## src/core/adcs_cfg.svh

```systemverilog
// Constants of the one-shot sweep sequencer.
`ifndef ADCS_CFG_SVH
`define ADCS_CFG_SVH
`define ADCS_WSEL_2 2'h0
`define ADCS_WSEL_4 2'h1
`define ADCS_WSEL_6 2'h2
`define ADCS_WSEL_8 2'h3
`define ADCS_GSEL_LOW 2'h0
`define ADCS_GSEL_HIGH 2'h1
`define ADCS_BASE_LOW 4'h0
`define ADCS_BASE_HIGH 4'h8
`define ADCS_SRC_SW 2'h0
`define ADCS_SRC_TIMER 2'h1
`define ADCS_SRC_EXT 2'h2
`define ADCS_RESULT_RST 10'h000
`define ADCS_IDX_RST 3'h0
`endif

```

## src/core/adcs_pkg.sv

```systemverilog
// Types shared by the one-shot sweep sequencer.
package adcs_pkg;
  typedef enum logic [1:0] {ST_IDLE, ST_START, ST_WAIT} adcs_state_e;
  typedef struct packed {
    logic [1:0] input_group_select;
    logic [1:0] sweep_width_select;
    logic res10;
    logic [1:0] trig_src;
  } adcs_cfg_s;
  typedef logic [7:0][9:0] adcs_res_t;
endpackage

```

## src/core/adcs_trig.sv

```systemverilog
// Start source selection and external trigger synchroniser.
`timescale 1ns/1ps
`include "adcs_cfg.svh"
module adcs_trig
  import adcs_pkg::*;
(
  // Clock and reset
  input wire logic clk_in,
  input wire logic reset_in,
  // Sources
  input wire logic [1:0] src_in,
  input wire logic sw_start_in,
  input wire logic timer_trig_in,
  input wire logic ext_trig_in,
  // Request
  output logic start_req_out
);
  logic ext_s1_r;
  logic ext_s2_r;
  logic ext_s3_r;
  logic ext_rise;

  // The pin is asynchronous, so only the second and third stages feed the edge detector.
  always_ff @(posedge clk_in or posedge reset_in) begin
    if (reset_in) begin
      ext_s1_r <= 1'b0;
      ext_s2_r <= 1'b0;
      ext_s3_r <= 1'b0;
    end else begin
      ext_s1_r <= ext_trig_in;
      ext_s2_r <= ext_s1_r;
      ext_s3_r <= ext_s2_r;
    end
  end

  assign ext_rise = ext_s2_r & ~ext_s3_r;

  always_comb begin
    start_req_out = 1'b0;
    if (src_in == `ADCS_SRC_SW) begin
      start_req_out = sw_start_in;
    end else if (src_in == `ADCS_SRC_TIMER) begin
      start_req_out = timer_trig_in;
    end else if (src_in == `ADCS_SRC_EXT) begin
      start_req_out = ext_rise;
    end
  end
endmodule

```

## src/core/adcs_sweep.sv

```systemverilog
// One-shot sweep sequencer: walks an input group once and fills the result registers.
//
// Behaviour
// - Convert each group input exactly once per trigger.
// - Start from software, timer or external trigger.
// - Clear running flag after last input converts.
// - Software clearing running flag halts the sweep.
// - One interrupt request when whole group completes.
// - Group and width select channels 0-1,8-9,0-3,8-11,0-5,0-7.
// - Result register index follows channel low position.
`timescale 1ns/1ps
`include "adcs_cfg.svh"
module adcs_sweep
  import adcs_pkg::*;
(
  // Clock and reset
  input wire logic CLK_IN,
  input wire logic RESET_IN,
  // Configuration, to be changed only while stopped
  input wire adcs_cfg_s CFG_IN,
  // Software writes to the running flag
  input wire logic RUN_WRITE1_IN,
  input wire logic RUN_WRITE0_IN,
  // Hardware start sources
  input wire logic TIMER_TRIG_IN,
  input wire logic EXT_TRIG_IN,
  // Conversion core handshake
  output logic CONV_START_OUT,
  output logic CONV_ABORT_OUT,
  output logic [3:0] CONV_CHAN_OUT,
  input wire logic CONV_DONE_IN,
  input wire logic [9:0] CONV_DATA_IN,
  // Status and results
  output logic RUN_FLAG_OUT,
  output logic IRQ_OUT,
  output adcs_res_t RESULTS_OUT
);
  adcs_state_e state_r;
  adcs_cfg_s cfg_r;
  logic [2:0] idx_r;
  logic run_r;
  logic irq_r;
  logic start_req;
  logic trig;
  logic abort;
  logic done_ok;
  logic last;
  adcs_res_t results_r;

  // Number of inputs in the group.
  function automatic logic [3:0] width_of(input logic [1:0] wsel);
    logic [3:0] w;
    w = 4'h8;
    if (wsel == `ADCS_WSEL_2) begin
      w = 4'h2;
    end else if (wsel == `ADCS_WSEL_4) begin
      w = 4'h4;
    end else if (wsel == `ADCS_WSEL_6) begin
      w = 4'h6;
    end
    return w;
  endfunction

  // First channel; the high group exists only for widths two and four.
  function automatic logic [3:0] base_of(input adcs_cfg_s c);
    logic [3:0] b;
    b = `ADCS_BASE_LOW;
    if (c.input_group_select == `ADCS_GSEL_HIGH &&
        (c.sweep_width_select == `ADCS_WSEL_2 || c.sweep_width_select == `ADCS_WSEL_4)) begin
      b = `ADCS_BASE_HIGH;
    end
    return b;
  endfunction

  // Eight-bit mode keeps the upper eight bits, right justified.
  function automatic logic [9:0] justify(input logic [9:0] d, input logic res10);
    return res10 ? d : {2'h0, d[9:2]};
  endfunction

  adcs_trig u_trig (
    .clk_in(CLK_IN),
    .reset_in(RESET_IN),
    .src_in(CFG_IN.trig_src),
    .sw_start_in(RUN_WRITE1_IN),
    .timer_trig_in(TIMER_TRIG_IN),
    .ext_trig_in(EXT_TRIG_IN),
    .start_req_out(start_req)
  );

  // A trigger during a sweep is ignored; a sweep runs to its end once.
  assign trig = start_req & (state_r == ST_IDLE);
  // A clear is ignored while idle, so a clear only ends a live sweep.
  assign abort = RUN_WRITE0_IN & (state_r != ST_IDLE);
  assign done_ok = (state_r == ST_WAIT) & CONV_DONE_IN & ~abort;
  assign last = ({1'b0, idx_r} == width_of(cfg_r.sweep_width_select) - 4'h1);
  assign CONV_START_OUT = (state_r == ST_START) & ~abort;
  assign CONV_ABORT_OUT = abort;
  assign RUN_FLAG_OUT = run_r;
  assign IRQ_OUT = irq_r;
  assign RESULTS_OUT = results_r;

  // Sequencing of the group.
  always_ff @(posedge CLK_IN or posedge RESET_IN) begin
    if (RESET_IN) begin
      state_r <= ST_IDLE;
      idx_r <= `ADCS_IDX_RST;
      cfg_r <= '0;
      CONV_CHAN_OUT <= 4'h0;
    end else begin
      case (state_r)
        ST_IDLE: begin
          if (trig) begin
            cfg_r <= CFG_IN;
            idx_r <= `ADCS_IDX_RST;
            CONV_CHAN_OUT <= base_of(CFG_IN);
            state_r <= ST_START;
          end
        end
        ST_START: begin
          state_r <= abort ? ST_IDLE : ST_WAIT;
        end
        ST_WAIT: begin
          if (abort) begin
            state_r <= ST_IDLE;
          end else if (CONV_DONE_IN) begin
            if (last) begin
              state_r <= ST_IDLE;
            end else begin
              idx_r <= idx_r + 3'h1;
              CONV_CHAN_OUT <= CONV_CHAN_OUT + 4'h1;
              state_r <= ST_START;
            end
          end
        end
        default: begin
          state_r <= ST_IDLE;
        end
      endcase
    end
  end

  // Running flag and completion request.
  always_ff @(posedge CLK_IN or posedge RESET_IN) begin
    if (RESET_IN) begin
      run_r <= 1'b0;
      irq_r <= 1'b0;
    end else begin
      irq_r <= done_ok & last;
      if (trig) begin
        run_r <= 1'b1;
      end else if (abort) begin
        run_r <= 1'b0;
      end else if (done_ok && last) begin
        run_r <= 1'b0;
      end
    end
  end

  // Result storage; the register index is the position within the group.
  always_ff @(posedge CLK_IN or posedge RESET_IN) begin
    if (RESET_IN) begin
      for (int i = 0; i < 8; i++) begin
        results_r[i] <= `ADCS_RESULT_RST;
      end
    end else if (done_ok) begin
      results_r[idx_r] <= justify(CONV_DATA_IN, cfg_r.res10);
    end
  end

  // Helper count of conversions started in the current sweep.
  logic [3:0] starts_r;
  always_ff @(posedge CLK_IN or posedge RESET_IN) begin
    if (RESET_IN) begin
      starts_r <= 4'h0;
    end else if (state_r == ST_IDLE) begin
      starts_r <= 4'h0;
    end else if (CONV_START_OUT) begin
      starts_r <= starts_r + 4'h1;
    end
  end

  a_count_at_end: assert property (@(posedge CLK_IN) disable iff (RESET_IN)
    IRQ_OUT |-> starts_r == width_of(cfg_r.sweep_width_select))
    else $error("sweep did not convert each input once");

  a_trigger_starts: assert property (@(posedge CLK_IN) disable iff (RESET_IN)
    trig |=> RUN_FLAG_OUT && (CONV_START_OUT || CONV_ABORT_OUT) &&
      CONV_CHAN_OUT == base_of($past(CFG_IN)))
    else $error("trigger did not start the sweep");

  a_last_clears: assert property (@(posedge CLK_IN) disable iff (RESET_IN)
    (done_ok && last) |=> !RUN_FLAG_OUT && IRQ_OUT ##1 !IRQ_OUT)
    else $error("running flag not cleared at end of sweep");

  a_abort_halts: assert property (@(posedge CLK_IN) disable iff (RESET_IN)
    (abort ##1 !trig) |-> (!RUN_FLAG_OUT && !IRQ_OUT && !CONV_START_OUT) [*2])
    else $error("sweep continued after software stop");

  a_irq_only_end: assert property (@(posedge CLK_IN) disable iff (RESET_IN)
    IRQ_OUT |-> $past(state_r) == ST_WAIT && $past(CONV_DONE_IN) && $past(last) &&
      !$past(RUN_WRITE0_IN))
    else $error("interrupt without completed group");

  a_group_range: assert property (@(posedge CLK_IN) disable iff (RESET_IN)
    CONV_START_OUT |-> CONV_CHAN_OUT >= base_of(cfg_r) &&
      CONV_CHAN_OUT < base_of(cfg_r) + width_of(cfg_r.sweep_width_select))
    else $error("channel outside selected group");

  a_result_stored: assert property (@(posedge CLK_IN) disable iff (RESET_IN)
    done_ok |=> results_r[$past(idx_r)] == justify($past(CONV_DATA_IN), cfg_r.res10))
    else $error("result not stored in its register");

  a_ascending_next: assert property (@(posedge CLK_IN) disable iff (RESET_IN)
    (done_ok && !last) |=> CONV_CHAN_OUT == $past(CONV_CHAN_OUT) + 4'h1 && state_r == ST_START)
    else $error("next input not in ascending order");

  a_eight_bit: assert property (@(posedge CLK_IN) disable iff (RESET_IN)
    (done_ok && !cfg_r.res10) |=> results_r[$past(idx_r)][9:8] == 2'h0)
    else $error("eight bit result not justified");
endmodule

```

## config.mk

```make
export PLATFORM = sky130hd
export DESIGN_NAME = adcs_sweep
export DESIGN_NICKNAME = d
export VERILOG_FILES = /design/src/core/adcs_pkg.sv /design/src/core/adcs_trig.sv /design/src/core/adcs_sweep.sv
export VERILOG_INCLUDE_DIRS = /design/src /design/src/core
export SDC_FILE = /design/constraint.sdc
export NUM_CORES = 1
export LEC_CHECK = 0
export ABC_AREA = 1
export BUFFER_PORTS_ARGS = -buffer_cell sky130_fd_sc_hd__buf_2
export CELL_PAD_IN_SITES_DETAIL_PLACEMENT = 1
export CELL_PAD_IN_SITES_GLOBAL_PLACEMENT = 1
export CORE_AREA = 2 2 142 116
export DETAILED_ROUTE_END_ITERATION = 12
export DIE_AREA = 0 0 144 118
export PLACE_DENSITY = 0.55
export SYNTH_ARGS = -nofsm -noshare
export SYNTH_HDL_FRONTEND = slang
export SYNTH_SLANG_ARGS = --single-unit
```

## constraint.sdc

```tcl
create_clock -name CLK_IN -period 2.94 [get_ports CLK_IN]
set_input_delay 0.294 -clock CLK_IN [delete_from_list [all_inputs] [get_ports CLK_IN]]
set_output_delay 0.294 -clock CLK_IN [all_outputs]
set_load 0.005 [all_outputs]
```

== Word level (Yosys, flattened, before mapping) ==
Cells that the tools add are included.

* Bits in registers: 97
* Word-level logic and storage cells: 90
* Output and inout bits: 88

* Muxes and demuxes: 30
* Equal/unequal tests: 14
* Reduce and logical (&&, ||, !) cells: 14
* Add/subtract/negate cells: 3
* Bitwise gates (word level): 9
* Order comparisons: 2

{| class="wikitable"
|+ Operator list
! cell !! number
|-
| $bwmux 80 || 1
|-
| $mux 4 || 8
|-
| $demux 10 s3 || 1
|-
| $mux 10 || 2
|-
| $mux 3 || 4
|-
| $eq 2x1->1 const B || 5
|-
| $logic_not 2->1 || 4
|-
| $mux 2 || 4
|-
| $ne 2x2->1 const B || 4
|-
| $pmux 4 s2 || 1
|-
| $and 1x1->1 || 7
|-
| $mux 1 || 7
|-
| $eq 2x2->1 const B || 3
|-
| $pmux 2 s3 || 1
|-
| $pmux 3 s2 || 1
|-
| $reduce_and 5->1 || 1
|-
| $add 4x1->4 const B || 1
|-
| $eq 3x4->1 || 1
|-
| $lt 3x4->1 const B || 1
|-
| $reduce_and 2->1 || 2
|-
| $reduce_bool 2->1 || 2
|-
| $sub 4x1->4 const B || 1
|-
| $add 3x1->3 const B || 1
|-
| $ge 3x1->1 const B || 1
|-
| other kinds (5) || 8
|}

== Depth between registers and ports, before layout ==
* Word-level depth: 10
* Gate-level depth with buffers: 9

== Cells and area by module ==
From an unflattened synthesis, not the netlist that was laid out.

* Cell total of the unflattened synthesis: 380
* Area, all modules: 3823.7 um^2

{| class="wikitable"
|+ By module, submodules not included
! module !! cells each !! times used !! area each (um^2)
|-
| adcs_sweep || 367 || 1 || 3701.0
|-
| adcs_trig || 13 || 1 || 122.6
|}

== Worst setup path before layout ==
OpenSTA, ideal clock, no wires.

* Kind: register -> register
* From: register cfg_r[2] in the netlist's numbering
* To: register results_r, in the netlist RESULTS_OUT[13]
* Data arrival time: 1.169 ns
* Path buffers: 1
* Clock period less this slack: 1.311 ns
* Slack: 1.629 ns
* Required time: 2.798 ns
* Cell stages (with the launch flop): 4
* Library setup time: 0.142 ns
* Path through: dfrtp_1 -> buf_2 -> mux2i_1 -> o21ai_1

* Cells in the longest elaborated chain, start to end: 2

{| class="wikitable"
|+ Ends and longest elaborated chain
! element !! RTL line !! text
|-
| start, declared || adcs_sweep.sv:39 || <nowiki>adcs_cfg_s cfg_r;</nowiki>
|-
| start signal, assigned || adcs_sweep.sv:107 || <nowiki>cfg_r <= '0;</nowiki>
|-
| start signal, assigned || adcs_sweep.sv:113 || <nowiki>cfg_r <= CFG_IN;</nowiki>
|-
| $mux 10 || adcs_sweep.sv:77 || <nowiki>return res10 ? d : {2'h0, d[9:2]};</nowiki>
|-
| $bwmux 80 || adcs_sweep.sv:166 || <nowiki>results_r[idx_r] <= justify(CONV_DATA_IN, cfg_r.res10);</nowiki>
|-
| end signal, assigned by index || adcs_sweep.sv:163 || <nowiki>results_r[i] <= `ADCS_RESULT_RST;</nowiki>
|-
| end signal, assigned by index || adcs_sweep.sv:166 ||
|-
| end, declared || adcs_sweep.sv:48 || <nowiki>adcs_res_t results_r;</nowiki>
|}

No other way between the ends.
A chain may end at the register's enable or synchronous reset.

== Worst setup path in the final report ==
* From: register state_r[0]
* To: register results_r, in the netlist RESULTS_OUT[14]

* Cells in the longest elaborated chain, start to end: 4
* Elaborated cells on any way between the ends: 6
* Those cells by class: eq/ne: 1; bitwise: 4; reduce/logical: 1

{| class="wikitable"
|+ Ends and longest elaborated chain
! element !! RTL line !! text
|-
| start, declared || adcs_sweep.sv:38 || <nowiki>adcs_state_e state_r;</nowiki>
|-
| start signal, assigned || adcs_sweep.sv:120 || <nowiki>state_r <= abort ? ST_IDLE : ST_WAIT;</nowiki>
|-
| $reduce_bool 2->1 || adcs_sweep.sv:93 || <nowiki>assign abort = RUN_WRITE0_IN & (state_r != ST_IDLE);</nowiki>
|-
| $and 1x1->1 || adcs_sweep.sv:93 ||
|-
| $not 1->1 || adcs_sweep.sv:94 || <nowiki>assign done_ok = (state_r == ST_WAIT) & CONV_DONE_IN & ~abort;</nowiki>
|-
| $and 1x1->1 (*) || adcs_sweep.sv:94 ||
|}

Every way passes the cells marked *; elsewhere a longest branch is shown, timed or not.

==> metrics.cfg <==
[timing]
setup_viol = 0
fmax_mhz = 502
slew-limit-headroom_pct = 46.0
finalCritPeriodShare_pct = 67.7
tns_ns = 0
clock_skew_ns = 0.00540
rsz0062_at_grt = false
tightest_slew_ns = 0.807
slew_violations = 0
layout_min_cycle_time_ns = 1.99
hold_viol = 0
whs_ns = 0.0596

[drt]
initialDrtViolationCount = 122
routed_wl_um = 12100
viasPerCell = 4.31
antenna_left = 0
dr.pass1.iters = 4
drc_errors = 0
num_vias = 3126
wl_per_cell_um = 16.7

[floorplan]
core_sq_um = 15500
start_util_pct = 24.6
ioPinCount = 112
fp.dieH_um = 118
rows = 41
fp.dieW_um = 144
die_area_sq_um = 17000

[finish]
drive_above_1_share_pct = 29.6
fillers = 1806
layout_commonest_cell = nand2_1
nets = 531
final_cell_mix = nand2_1, buf_2, dfrtp_1
antenna_cells = 0
utilization_pct = 32.1
area_delta_synth_final_pct = 30.5
design_area_sq_um = 4990

[power]
cellPowerDensity_nw_per_um2 = 788
total_power_mw = 3.93
irDropWorstVdd_v = 0.000274
leakage_nw = 2.62

[setup_path]
cp.buffers_inverters = 1
crit_slowest_cell = nand4_1
critical_path_class = register to register
crit_path_cell_trace = nor2_4 -> nand3_2 -> inv_2 -> nand4_1 -> o21ai_1
arrival_ns = 2.24
cpPeakStageDelay_ns = 0.64
end_kind = register
cp-startpoint = state_r[0]$_DFFE_PP0P_
required_ns = 3.19
critPathLaunchType = register
crit_fanout = 20
reg2reg_from = state_r[0]$_DFFE_PP0P_
cp_top_family = simple AND/OR/NAND/NOR gates

[flow_run]
cap_viol_max_count = 0

[yosys]
ys_seq_area_share_pct = 63.5
syn-num-nets = 414
syn_area_per_cell_sq_um = 9.85
ys_types = 22
synth_area_sq_um = 3820
syn_inst = 388
ys.warnings.count = 0
ys_ff_latch = 97

[placed_design]
numPortBuffers = 111
post-dp-hpwl_um = 8380
gp_congestion = 0.742
placed_area_sq_um = 4650

[clocking]
numCtsBuffers = 9
worst_skew_pair.late_latency_ns = 0.34
tritoncts = built
clkSinkCount = 97
worst_setup_hold_path_clk_slew_ns = 0.07
ctsHtreeMaxLevel = 3
cts_resized = 0
post-cts-setup-buffer-count = 0
clockRootBuffer = clkbuf_16
cts-hold-fix-buffers = 0
cts_buffer_depth = 2

[grt]
grt_max_degree = 60
grt_first_pass_wirelength_um = 18900
first_global_vias = 3250
track_usage_pct = 15.0
antenna_found_initial = 0
grt_overflow = 0

[status]
run_status = finished, final reports clean

[min_path]
hp-class = primary input to register
min_from = EXT_TRIG_IN

-- state kept, by name, indices dropped and copies added (netlist names) --
signal and count:
u_trig.ext_s3_r 1, RESULTS_OUT 80, u_trig.ext_s2_r 1, IRQ_OUT 1, CONV_CHAN_OUT 4, cfg_r 3, u_trig.ext_s1_r 1, state_r 2
idx_r 3, RUN_FLAG_OUT 1
-- where the power goes --
group	switching [mW]	internal, mW
clock	0.511	0.816
combinational	0.572	0.331
sequential	0.173	1.53
total	1.26	2.67
-- metrics by stage --
stage / setup WS, ns / std cells
final: 0.949 / 725
after global routing: 0.659 / 725
after CTS: 0.943 / 725
after detailed placement: 0.962 / 709
after global placement: 1.04 / 709
after floorplan: 0.112 / 388
-- final cells by class --
cell class / count / area, sq um / area share [%]
clock buffer: 12 / 267 / 5.35
tap: 215 / 269 / 5.40
sequential: 97 / 2430 / 48.7
clock inverter: 4 / 73.8 / 1.48
inverter: 20 / 77.6 / 1.56
multi-input combinational: 252 / 1210 / 24.3
timing repair buffer: 125 / 661 / 13.2
-- synthesized netlist by cell type --
library cell  number  area, sq um
a21oi_1            2         10.0
buf_2             16         80.1
buf_4              2         15.0
buf_6              1         11.3
dfrtp_1           97         2430
ha_1               2         25.0
inv_1             19         71.3
inv_2              1         3.75
mux2i_1            8         80.1
nand2_1          117          439
nand2_2            1         6.26
nand2_4            1         11.3
nand3_1            8         40.0
nand3_2            1         10.0
nand4_1           11         68.8
nor2_1            12         45.0
nor2_4             1         11.3
o21ai_0            5         25.0
o21ai_1           76          380
o21ai_2            4         35.0
o22ai_1            1         6.26
xnor2_1            2         17.5
-- per-layer routing --
| layer | global-route usage (%) | wire, um | share of wire, % |
|---|---|---|---|
| met2 | 23.3 | 5570 | 46 |
| met4 | 4.84 | 204 | 1.7 |
| met1 | 20.5 | 5710 | 47 |
| met5 | 0 | 0 | 0 |
| met3 | 3.58 | 604 | 5.0 |
-- cell families (layout without fill, tap and decap cells) --
logic type,count (synthesis),count (layout),share of synthesized area (%)
AOI/OAI and AO/OA,88,88,12.0
xor gates and xnor gates,2,2,0.459
adders and majority gates,2,2,0.655
buffers and inverters,39,161,4.75
DFF,97,97,63.5
muxes,8,8,2.10
and+or+nand+nor,152,152,16.5
-- path summary, 6_finish.rpt --
path                                          endpoint  slack [ns]  cells past startpoint
setup / recovery           RESULTS_OUT[14]$_DFFE_PP0P_        0.95                      5
hold / removal               u_trig.ext_s1_r$_DFF_PP0_        0.06                      1
setup reg to reg           RESULTS_OUT[14]$_DFFE_PP0P_        0.95                      5
hold reg to reg              u_trig.ext_s2_r$_DFF_PP0_        0.35                      0
max in group asynchronous  RESULTS_OUT[43]$_DFFE_PP0P_        2.06                      3
min in group asynchronous    u_trig.ext_s3_r$_DFF_PP0_        0.08                      2
Note: power is estimated with default switching activity, not from simulation.
